[config.mk]
export PLATFORM = sky130hd
export DESIGN_NAME = aq_rx_queue_status
export DESIGN_NICKNAME = d
export VERILOG_FILES = /design/src/aq_pkg.sv /design/src/aq_rx_queue_status.sv
export VERILOG_INCLUDE_DIRS = /design/src
export SDC_FILE = /design/constraint.sdc
export NUM_CORES = 1
export LEC_CHECK = 0
export BUFFER_PORTS_ARGS = -buffer_cell sky130_fd_sc_hd__buf_2
export CAP_MARGIN = 10
export CORE_ASPECT_RATIO = 0.5
export CORE_MARGIN = 1
export CORE_UTILIZATION = 30
export CTS_CLUSTER_DIAMETER = 120
export DETAILED_ROUTE_END_ITERATION = 7
export SYNTH_ARGS = -nofsm -noshare
export SYNTH_HDL_FRONTEND = slang
export SYNTH_SLANG_ARGS = --single-unit
[constraint.sdc]
create_clock -name clk -period 2.2 [get_ports clk]
set_input_delay 0.33 -clock clk [delete_from_list [all_inputs] [get_ports clk]]
set_output_delay 0.33 -clock clk [all_outputs]
set_load 0.01 [all_outputs]
[src/aq_cfg.svh]
// constants and offsets for the receive queue status and loopback block
// How it works
// - read-only over-level flag for each queue
// - full flag set at 32 queued messages
// - read-only summary flag for each channel
// - select 00 never, 01 nonempty, 10 over, 11 full
// - five-bit level setting, resets to sixteen
// - level zero flags any queued message
// - flag set when count exceeds level N
// - level all ones flags only full queue
// - loopback bit feeds receiver from transmit channel
// - transmit channel k feeds receivers 2k, 2k+1
// - external input ignored while receiver loops back
// - transmit mask input disables transmit pins
// - message is label, 23 data, parity
// - stored bytes: label, 9-16, 17-24, 25-32
// - reversal on receive and before transmit
// - matching label drives chosen bit onto pin
// - monitor configuration resets to zero
// - config byte: channel 7:5, bit 4:0 (8-31)
// - second config byte selects target label
`ifndef AQ_CFG_SVH
`define AQ_CFG_SVH

// register offsets on the host register port
`define AQ_ADDR_SUMMARY      16'h800C
`define AQ_ADDR_LOOPBACK     16'h8022
`define AQ_ADDR_FULL         16'h8029
`define AQ_ADDR_OVER_LEVEL   16'h802A
`define AQ_ADDR_LEVEL        16'h8030
`define AQ_ADDR_MON_PINS     16'h805F
`define AQ_ADDR_MON_BASE     16'h8060
`define AQ_ADDR_MON_LAST     16'h806F

// reset values
`define AQ_RST_LEVEL         5'h10
`define AQ_RST_BYTE          8'h00

// field positions
`define AQ_MON_CHAN_HI       7
`define AQ_MON_CHAN_LO       5
`define AQ_MON_BIT_HI        4
`define AQ_MON_BIT_LO        0

// queue depth and lowest monitorable payload bit
`define AQ_QUEUE_DEPTH       6'h20
`define AQ_MON_MIN_BIT       5'h08

// flag source select encodings
`define AQ_FSEL_NEVER        2'h0
`define AQ_FSEL_NOT_EMPTY    2'h1
`define AQ_FSEL_OVER         2'h2
`define AQ_FSEL_FULL         2'h3

`endif

[src/aq_pkg.sv]
// types shared by the receive queue status and loopback block
package aq_pkg;

    typedef logic [5:0]       aq_count_type;
    typedef logic [7:0][5:0]  aq_counts_type;
    typedef logic [7:0][1:0]  aq_fsel_type;

    // host register port request
    typedef struct packed
    {
        logic        wr_en;
        logic        rd_en;
        logic [15:0] addr;
        logic [7:0]  wdata;
    } aq_host_req_type;

    // one message as the receivers hand it over; bit 0 is serial bit 1
    typedef struct packed
    {
        logic        valid;
        logic [2:0]  chan;
        logic [31:0] word;
    } aq_rx_msg_type;

    // one message as stored: byte 0 at the lowest address
    typedef struct packed
    {
        logic        valid;
        logic [2:0]  chan;
        logic [7:0]  byte3;
        logic [7:0]  byte2;
        logic [7:0]  byte1;
        logic [7:0]  byte0;
    } aq_stored_msg_type;

    // one transmit message in stored order, channel 0 to 3
    typedef struct packed
    {
        logic        valid;
        logic [1:0]  chan;
        logic [31:0] word;
    } aq_tx_msg_type;

    // the whole state of the block
    typedef struct packed
    {
        logic [7:0]        loop;
        logic [4:0]        level;
        logic [7:0][7:0]   mon_cr1;
        logic [7:0][7:0]   mon_cr2;
        logic [7:0]        mon_pins;
        logic [7:0]        over;
        logic [7:0]        full;
        logic [7:0]        summary;
        logic [7:0]        rdata;
        logic              rvalid;
        logic [7:0]        rx_line;
        logic [3:0]        tx_pins;
        aq_stored_msg_type store;
        aq_tx_msg_type     tx_out;
    } aq_state_type;

endpackage

[src/aq_rx_queue_status.sv]
// queue flags, loopback routing, label ordering and bit monitor pins
`timescale 1ns/1ps
`default_nettype none
`include "aq_cfg.svh"

module aq_rx_queue_status
    import aq_pkg::*;
(
    input  wire logic            clk,
    input  wire logic            srst,
    input  wire aq_host_req_type host_req,
    output logic [7:0]           host_rdata,
    output logic                 host_rvalid,
    input  wire aq_counts_type   queue_count,
    input  wire aq_fsel_type     flag_source_select,
    input  wire logic [7:0]      ext_rx_line,
    input  wire logic [3:0]      tx_line,
    input  wire logic            transmit_mask_input,
    input  wire logic            label_reverse_enable,
    input  wire logic [7:0]      rx_enable,
    input  wire aq_rx_msg_type   rx_msg,
    input  wire aq_tx_msg_type   tx_msg,
    output logic [7:0]           rx_line_out,
    output logic [3:0]           tx_pins,
    output aq_stored_msg_type    stored_msg,
    output aq_tx_msg_type        tx_serial_msg,
    output logic [7:0]           payload_monitor_pins,
    output logic [7:0]           queue_over_level_flag,
    output logic [7:0]           queue_full_flag,
    output logic [7:0]           queue_summary_flag
);

    aq_state_type st_ff;
    aq_state_type nxt_st;

    // mirror a byte end for end
    function automatic logic [7:0] aq_rev8
    (
        input logic [7:0] b
    );
        logic [7:0] r;
        r = 8'h00;
        for (int i = 0; i < 8; i++)
        begin
            r[i] = b[7 - i];
        end
        return r;
    endfunction

    // index of a monitor configuration register, valid bit on top
    function automatic logic [3:0] aq_mon_index
    (
        input logic [15:0] a
    );
        logic [3:0] r;
        r = 4'h0;
        if ((a >= `AQ_ADDR_MON_BASE) && (a <= `AQ_ADDR_MON_LAST))
        begin
            r = {1'b1, a[3:1]};
        end
        return r;
    endfunction

    // serial word to stored bytes, label reversal applied
    function automatic aq_stored_msg_type aq_to_stored
    (
        input aq_rx_msg_type m,
        input logic          rev
    );
        aq_stored_msg_type s;
        s.valid = m.valid;
        s.chan  = m.chan;
        // unreversed: serial bit 1 lands in the label byte MSB
        s.byte0 = rev ? m.word[7:0] : aq_rev8(m.word[7:0]);
        s.byte1 = m.word[15:8];
        s.byte2 = m.word[23:16];
        s.byte3 = m.word[31:24];
        return s;
    endfunction

    logic [3:0] wr_mon;
    logic [3:0] rd_mon;
    logic [31:0] stored_word;

    // address decode shared by the write and read paths
    assign wr_mon = aq_mon_index(host_req.addr);
    assign rd_mon = wr_mon;

    always_comb
    begin
        nxt_st = st_ff;
        nxt_st.rvalid = 1'b0;

        // flags are recomputed every cycle from the live counts, so draining clears them
        for (int k = 0; k < 8; k++)
        begin
            // count above level covers level 0 (nonempty) and 31 (full) alike
            nxt_st.over[k] = queue_count[k] > {1'b0, st_ff.level};
            nxt_st.full[k] = queue_count[k] == `AQ_QUEUE_DEPTH;
            case (flag_source_select[k])
                `AQ_FSEL_NEVER:
                begin
                    nxt_st.summary[k] = 1'b0;
                end
                `AQ_FSEL_NOT_EMPTY:
                begin
                    nxt_st.summary[k] = queue_count[k] != 6'h00;
                end
                `AQ_FSEL_OVER:
                begin
                    nxt_st.summary[k] = queue_count[k] > {1'b0, st_ff.level};
                end
                default:
                begin
                    nxt_st.summary[k] = queue_count[k] == `AQ_QUEUE_DEPTH;
                end
            endcase
        end

        // looped receivers see the paired transmitter, the outside line is dropped
        for (int k = 0; k < 8; k++)
        begin
            nxt_st.rx_line[k] = st_ff.loop[k] ? tx_line[k / 2] : ext_rx_line[k];
        end

        // masked transmit pins rest low so test traffic stays inside
        nxt_st.tx_pins = transmit_mask_input ? 4'h0 : tx_line;

        // received message formatting
        nxt_st.store = aq_to_stored(rx_msg, label_reverse_enable);
        // monitored bit index counts over the stored word, byte 0 lowest
        stored_word = {nxt_st.store.byte3, nxt_st.store.byte2,
                       nxt_st.store.byte1, nxt_st.store.byte0};

        // transmit label put back into serial order just before sending
        nxt_st.tx_out.valid = tx_msg.valid;
        nxt_st.tx_out.chan = tx_msg.chan;
        nxt_st.tx_out.word[31:8] = tx_msg.word[31:8];
        nxt_st.tx_out.word[7:0] = label_reverse_enable ? tx_msg.word[7:0]
                                                       : aq_rev8(tx_msg.word[7:0]);

        // host writes; full, over-level and summary are status and ignore writes
        if (host_req.wr_en)
        begin
            case (host_req.addr)
                `AQ_ADDR_LOOPBACK:
                begin
                    nxt_st.loop = host_req.wdata;
                end
                `AQ_ADDR_LEVEL:
                begin
                    nxt_st.level = host_req.wdata[4:0];
                end
                `AQ_ADDR_MON_PINS:
                begin
                    nxt_st.mon_pins = host_req.wdata;
                end
                default:
                begin
                    if (wr_mon[3])
                    begin
                        if (host_req.addr[0])
                        begin
                            nxt_st.mon_cr2[wr_mon[2:0]] = host_req.wdata;
                        end
                        else
                        begin
                            nxt_st.mon_cr1[wr_mon[2:0]] = host_req.wdata;
                        end
                    end
                end
            endcase
        end

        // a matching message overrides a preset written in the same cycle
        for (int p = 0; p < 8; p++)
        begin
            if (nxt_st.store.valid && rx_enable[nxt_st.store.chan]
                && (nxt_st.store.chan == st_ff.mon_cr1[p][`AQ_MON_CHAN_HI:`AQ_MON_CHAN_LO])
                && (nxt_st.store.byte0 == st_ff.mon_cr2[p])
                && (st_ff.mon_cr1[p][`AQ_MON_BIT_HI:`AQ_MON_BIT_LO] >= `AQ_MON_MIN_BIT))
            begin
                nxt_st.mon_pins[p] =
                    stored_word[st_ff.mon_cr1[p][`AQ_MON_BIT_HI:`AQ_MON_BIT_LO]];
            end
        end

        // host reads answer one cycle later; unmapped addresses read zero
        if (host_req.rd_en)
        begin
            nxt_st.rvalid = 1'b1;
            case (host_req.addr)
                `AQ_ADDR_SUMMARY:
                begin
                    nxt_st.rdata = st_ff.summary;
                end
                `AQ_ADDR_LOOPBACK:
                begin
                    nxt_st.rdata = st_ff.loop;
                end
                `AQ_ADDR_FULL:
                begin
                    nxt_st.rdata = st_ff.full;
                end
                `AQ_ADDR_OVER_LEVEL:
                begin
                    nxt_st.rdata = st_ff.over;
                end
                `AQ_ADDR_LEVEL:
                begin
                    nxt_st.rdata = {3'h0, st_ff.level};
                end
                `AQ_ADDR_MON_PINS:
                begin
                    nxt_st.rdata = st_ff.mon_pins;
                end
                default:
                begin
                    if (rd_mon[3])
                    begin
                        nxt_st.rdata = host_req.addr[0] ? st_ff.mon_cr2[rd_mon[2:0]]
                                                        : st_ff.mon_cr1[rd_mon[2:0]];
                    end
                    else
                    begin
                        nxt_st.rdata = `AQ_RST_BYTE;
                    end
                end
            endcase
        end
    end

    // single state register; synchronous reset
    always_ff @(posedge clk)
    begin
        if (srst)
        begin
            st_ff <= '0;
            st_ff.level <= `AQ_RST_LEVEL;
            st_ff.mon_cr1 <= '0;
            st_ff.mon_cr2 <= '0;
            st_ff.mon_pins <= `AQ_RST_BYTE;
        end
        else
        begin
            st_ff <= nxt_st;
        end
    end

    // every output is a flip-flop of the state
    assign host_rdata = st_ff.rdata;
    assign host_rvalid = st_ff.rvalid;
    assign rx_line_out = st_ff.rx_line;
    assign tx_pins = st_ff.tx_pins;
    assign stored_msg = st_ff.store;
    assign tx_serial_msg = st_ff.tx_out;
    assign payload_monitor_pins = st_ff.mon_pins;
    assign queue_over_level_flag = st_ff.over;
    assign queue_full_flag = st_ff.full;
    assign queue_summary_flag = st_ff.summary;

endmodule
`default_nettype wire

Word level (Yosys, flattened, before mapping)
Index checks and enable logic that the tools add are counted.
Storage, ports and cells
  register bits: 265
  input bits: 185
  output and inout bits: 124
  word-level logic and storage cells: 251
Cells by class
  $lt $le $gt $ge: 29
  equality and inequality tests: 46
  muxes and demuxes: 59
  bitwise logic cells: 2
  reduce and logical (&&, ||, !) cells: 73
Operator list (number)
  64-bit bitwise mux: 2
  16-bit == test (second input constant): 6
  8-bit two-way mux: 9
  8-bit == test: 8
  8-bit binary-select mux with 3-bit select: 2
  6-bit == test (second input constant): 8
  6-bit by 5-bit > comparator with 1-bit output: 8
  5-bit by 6-bit less-than comparator with 1-bit output (second input constant): 8
  8-bit case mux with 6 select lines: 1
  6-bit nonzero test: 8
  1-bit binary-select mux with 5-bit select: 8
  5-bit by 4-bit >= comparator with 1-bit output (second input constant): 8
  2-bit nonzero test: 16
  1-bit logical AND: 27
  1-bit two-way mux: 26
  8-bit demux with 3-bit select: 1
  3-bit == test: 8
  1-bit case mux with 3 select lines: 8
  2-bit AND reduction: 10
  2-bit by 1-bit == test with 1-bit output (second input constant): 8
  2-bit == test (second input constant): 8
  16-bit >= comparator (second input constant): 1
  16-bit less-or-equal comparator (second input constant): 1
  2-bit logical NOT: 8
  8 further kinds: 11

Longest topological paths before layout
  word-level depth: 8
  gate-level depth with buffers: 10
  mapped depth without buffers: 9

Least setup slack after synthesis
OpenSTA, ideal clock, no wires.
  path type: input -> register
  start: input host_req[20] in the netlist's numbering
  end: register st_ff[188] in the netlist's numbering
  library setup time: 0.128 ns
  arrival: 2.239 ns
  required time: 2.072 ns
  slack: -0.166 ns
  stages on the path: 8
  buffers on the path: 1
  cells stage by stage: or3_4 -> nor4_4 -> nand2_2 -> or2_1 -> buf_2 -> nor3_4 -> mux2i_1 -> nor2_1
On the way
  longest elaborated chain between the ends: 8
  elaborated cells between the ends (all ways): 16
  those cells by class: order compare (4); eq/ne (3); mux (4); bitwise (1); reduce/logical (4)
RTL lines
  from (decl): RTL line aq_rx_queue_status.sv:11  | input wire aq_host_req_type host_req,
  16-bit >= comparator (no line) or 16-bit less-or-equal comparator (tied branches)
  1-bit logical AND: RTL line aq_rx_queue_status.sv:57  | if ((a >= `AQ_ADDR_MON_BASE) && (a <= `AQ_ADDR_MON_LAST))
  4-bit two-way mux: RTL line aq_rx_queue_status.sv:57
  3-bit by 4-bit less-than comparator with 1-bit output (implied by the code) or 3-bit by 1-bit >= comparator with 1-bit output (tied branches): RTL line aq_rx_queue_status.sv:168  | nxt_st.mon_cr1[wr_mon[2:0]] = host_req.wdata;
  1-bit logical AND (implied by the code): RTL line aq_rx_queue_status.sv:168
  8-bit two-way mux (implied by the code): RTL line aq_rx_queue_status.sv:168
  8-bit demux with 3-bit select: RTL line aq_rx_queue_status.sv:168
  64-bit bitwise mux: RTL line aq_rx_queue_status.sv:168
  to (signal assigned): RTL line aq_rx_queue_status.sv:246  | st_ff <= nxt_st;
  to (decl): RTL line aq_rx_queue_status.sv:33  | aq_state_type st_ff;
Parallel ways exist; a longest one is shown, timed or not.
A chain may end at the register's enable or synchronous reset.

Final worst setup path
  start: register st_ff[253] in the netlist's numbering
  end: register st_ff (netlist bit queue_summary_flag[7])
On the way
  longest elaborated chain between the ends: 2
RTL lines
  6-bit by 5-bit > comparator with 1-bit output: RTL line aq_rx_queue_status.sv:111  | nxt_st.summary[k] = queue_count[k] > {1'b0, st_ff.level};
  1-bit case mux with 3 select lines: RTL line aq_rx_queue_status.sv:100  | case (flag_source_select[k])
No other way between the ends.

==> results.cfg <==
[synthesis]
avgSynthCellArea_um2 = 8.74
yosys.area.top_type = dfxtp_1
synthTopCellsByArea = dfxtp_1 35%, mux4_2 7.4%, mux2i_1 6.8%, buf_4 6.0%, nand2_1 5.6%
synth_seq_cells = 265
synth_edf_count = 0
yosys_warnings = 0
yosysUniqueCellTypes = 66
ys_top_cells_by_count = 265 x dfxtp_1, 228 x nand2_1, 127 x nor2_1
synth.most_common_cell = dfxtp_1
yosysSeqAreaShare_pct = 34.7
synth_top_area_share_pct = 34.7
syn_inst = 1750
syn-num-nets = 1975
synthArstFlopShare_pct = 0
syn-cell-area_um2 = 15300
ys.flop_type = dfxtp_1

[layout]
finish.utilization_pct = 38.8
syn2layout_area_growth_pct = 27.4
drive_gt1_share_pct = 29.2
fill_cells = 5059
nets = 2308

[clock_network]
path_clk_slew_ps = 60
cts.root.buffer_cell = clkbuf_16
clk_latency_ps = 590
clock_path_buffers = 3
cts_resized = 0
cts_tree = done
post_cts_buffers = 0
holdBufCountCts = 52
cts.sinks = 265
cts_htree_levels = 1
numCtsBuffers = 28

[timing]
max_slew.worst_pin.slew_ps = 705
slew_violations = 0
worst_slack_ps = 216
setup_viol = 0
max_freq_ghz = 0.504
maxSlewHeadroom_pct = 53.0
timing.final.crit_share_pct = 90.2
hold_viol = 0
finClkSkew_ps = 31.1
fin_crit_ps = 1980

[grt]
grt_pass1_wl_um = 82200
antenna_found_initial = 6
grt_max_degree = 142
track_usage_pct = 20.4
grt_pass1_vias = 13800
overflow = 0

[outcome]
status = complete, but fails checks
violations = DRC

[drt]
drt_iter0_drc = 1339
drc = 2
ant_nets = 0
drtPass1Iterations = 7
vias_per_cell = 5.18
vias = 14500
wl_per_cell_um = 19.5
drt_wl_total_um = 54600

[die]
ioPinCount = 309
start_util_pct = 30.4
die_w_um = 321
core_um2 = 50300
fp.dieArea_um2 = 52000
die_h_um = 162
rows = 58

[worst_setup_path]
worstPathArrival_ps = 2410
crit_chain = inv_1 > buf_4 > ha_1 > nor2b_1 > o21ai_0 > nand2b_1 > a21oi_1 > nor2b_1 > o22ai_1 > a311oi_1
cp_slowest_cell = dfxtp_1
end_kind = flop
r2r-end = queue_summary_flag[7]
ff2ff_path_depth = 10
crit_path_max_fanout = 6
worstSetupStartpoint = st_ff[253]
cp_slowest_stage_delay_ps = 340
crit_path_end = queue_summary_flag[7]
reg2reg_from = st_ff[253]
cp_common_cell = nor2b_1
critical_path_required_ps = 2630
crit_type = flop to flop
critPathLaunchType = flop
rrSetupSlack_ps = 220

[placed_design]
dp_slack_ps = -321
port_buffers = 308
gp_congestion = 0.954
post-dp-hpwl_um = 40800

[power]
p_leak_uw = 0.00773
ir_drop_mv = 0.523
p_per_area_nw_per_um2 = 613

[flow_run]
drv_cap = 0

[worst_hold_path]
hp-class = primary input to flop
==> worst min path at each step <==
stage	start	end	slack (ps)	cells past startpoint
detailed placement	st_ff[167]	st_ff[167]	480	2
global route	tx_msg[5]	tx_serial_msg[2]	10	3
finish	tx_msg[7]	tx_serial_msg[0]	10	3
floorplan	queue_count[36]	queue_full_flag[6]	410	1
global placement	st_ff[166]	st_ff[166]	460	2
CTS	tx_msg[7]	tx_serial_msg[0]	2	3
==> stage by stage <==
stage               cell area [µm²]  power [µW]  setup TNS (ps)  instances  hold slack, ps
finish                        19500       12000               0       2801            9.83
global route                  19500       12300           -1.62       2799            9.68
CTS                           19500       12000               0       2795            2.00
detailed placement            17900        6490          -27350       2691             478
global placement              17900        6470          -25590       2691             465
floorplan                     15400        5900           -2210       1750             407
==> layout by cell type, fill, tap and decap left out, types with 27 or more instances in the layout <==
cell type / netlist / final
nor2_1: 127 / 127
dlygate4sd3_1: 0 / 52
a21oi_1: 124 / 124
nor2b_1: 78 / 78
clkbuf_16: 0 / 28
mux2i_1: 104 / 99
ha_1: 40 / 40
mux4_2: 50 / 50
buf_4: 123 / 157
o21ai_0: 51 / 51
dfxtp_1: 265 / 265
nor3_1: 34 / 33
xnor2_1: 52 / 52
nand2_1: 228 / 228
buf_2: 7 / 307
nand3_1: 60 / 59
o221ai_1: 27 / 27
o22ai_1: 30 / 30
==> where the power goes <==
group | switching [µW] | leakage [µW] | internal (µW)
Combinational | 814 | 0.00506 | 692
Clock | 2140 | 0.000507 | 3340
Sequential | 49.0 | 0.00216 | 4910
Total | 3000 | 0.00773 | 8950
==> logic make-up after synthesis <==
logic type	Yosys count	share of synthesized area, %
and+or+nand+nor	637	20.5
DFF	265	34.7
buffers and inverters	247	9.13
xor gates and xnor gates	72	4.12
muxes	163	14.9
AOI/OAI and AO/OA	326	13.4
adders and majority gates	40	3.27
==> worst max-delay path, delay by kind of cell (launching register included) <==
kind	cells	cell delay, ps
compound gates	4	640
fa+ha+maj	1	300
simple gates	3	270
buf+inv	2	290
flops	1	340
==> metal layers <==
layer	up-vias	routed length (µm)	global-route usage (%)
met3	117	3740	3.12
met1	7013	23200	26.9
met5	-	0	0
met2	546	25700	34.1
met4	0	1940	6.97
li1	6824	-	-
==> flip-flops by register name, indices dropped and copies added, names as in the netlist <==
signal / cells
tx_serial_msg: 35
queue_full_flag: 8
queue_over_level_flag: 8
tx_pins: 4
host_rdata: 8
host_rvalid: 1
rx_line_out: 8
payload_monitor_pins: 8
st_ff: 141
stored_msg: 36
queue_summary_flag: 8
==> area by class of cell <==
type	instances	area [µm²]	share of cell area, %
Inverter	20	75.1	0.385
Multi-Input combinational cell	1238	8650	44.4
Antenna cell	6	15.0	0.0770
Clock buffer	36	781	4.01
Clock inverter	16	293	1.50
Timing Repair Buffer	530	3510	18.0
Sequential cell	265	5310	27.2
Tap cell	690	863	4.43
Note: power is estimated with default switching activity, not from simulation.
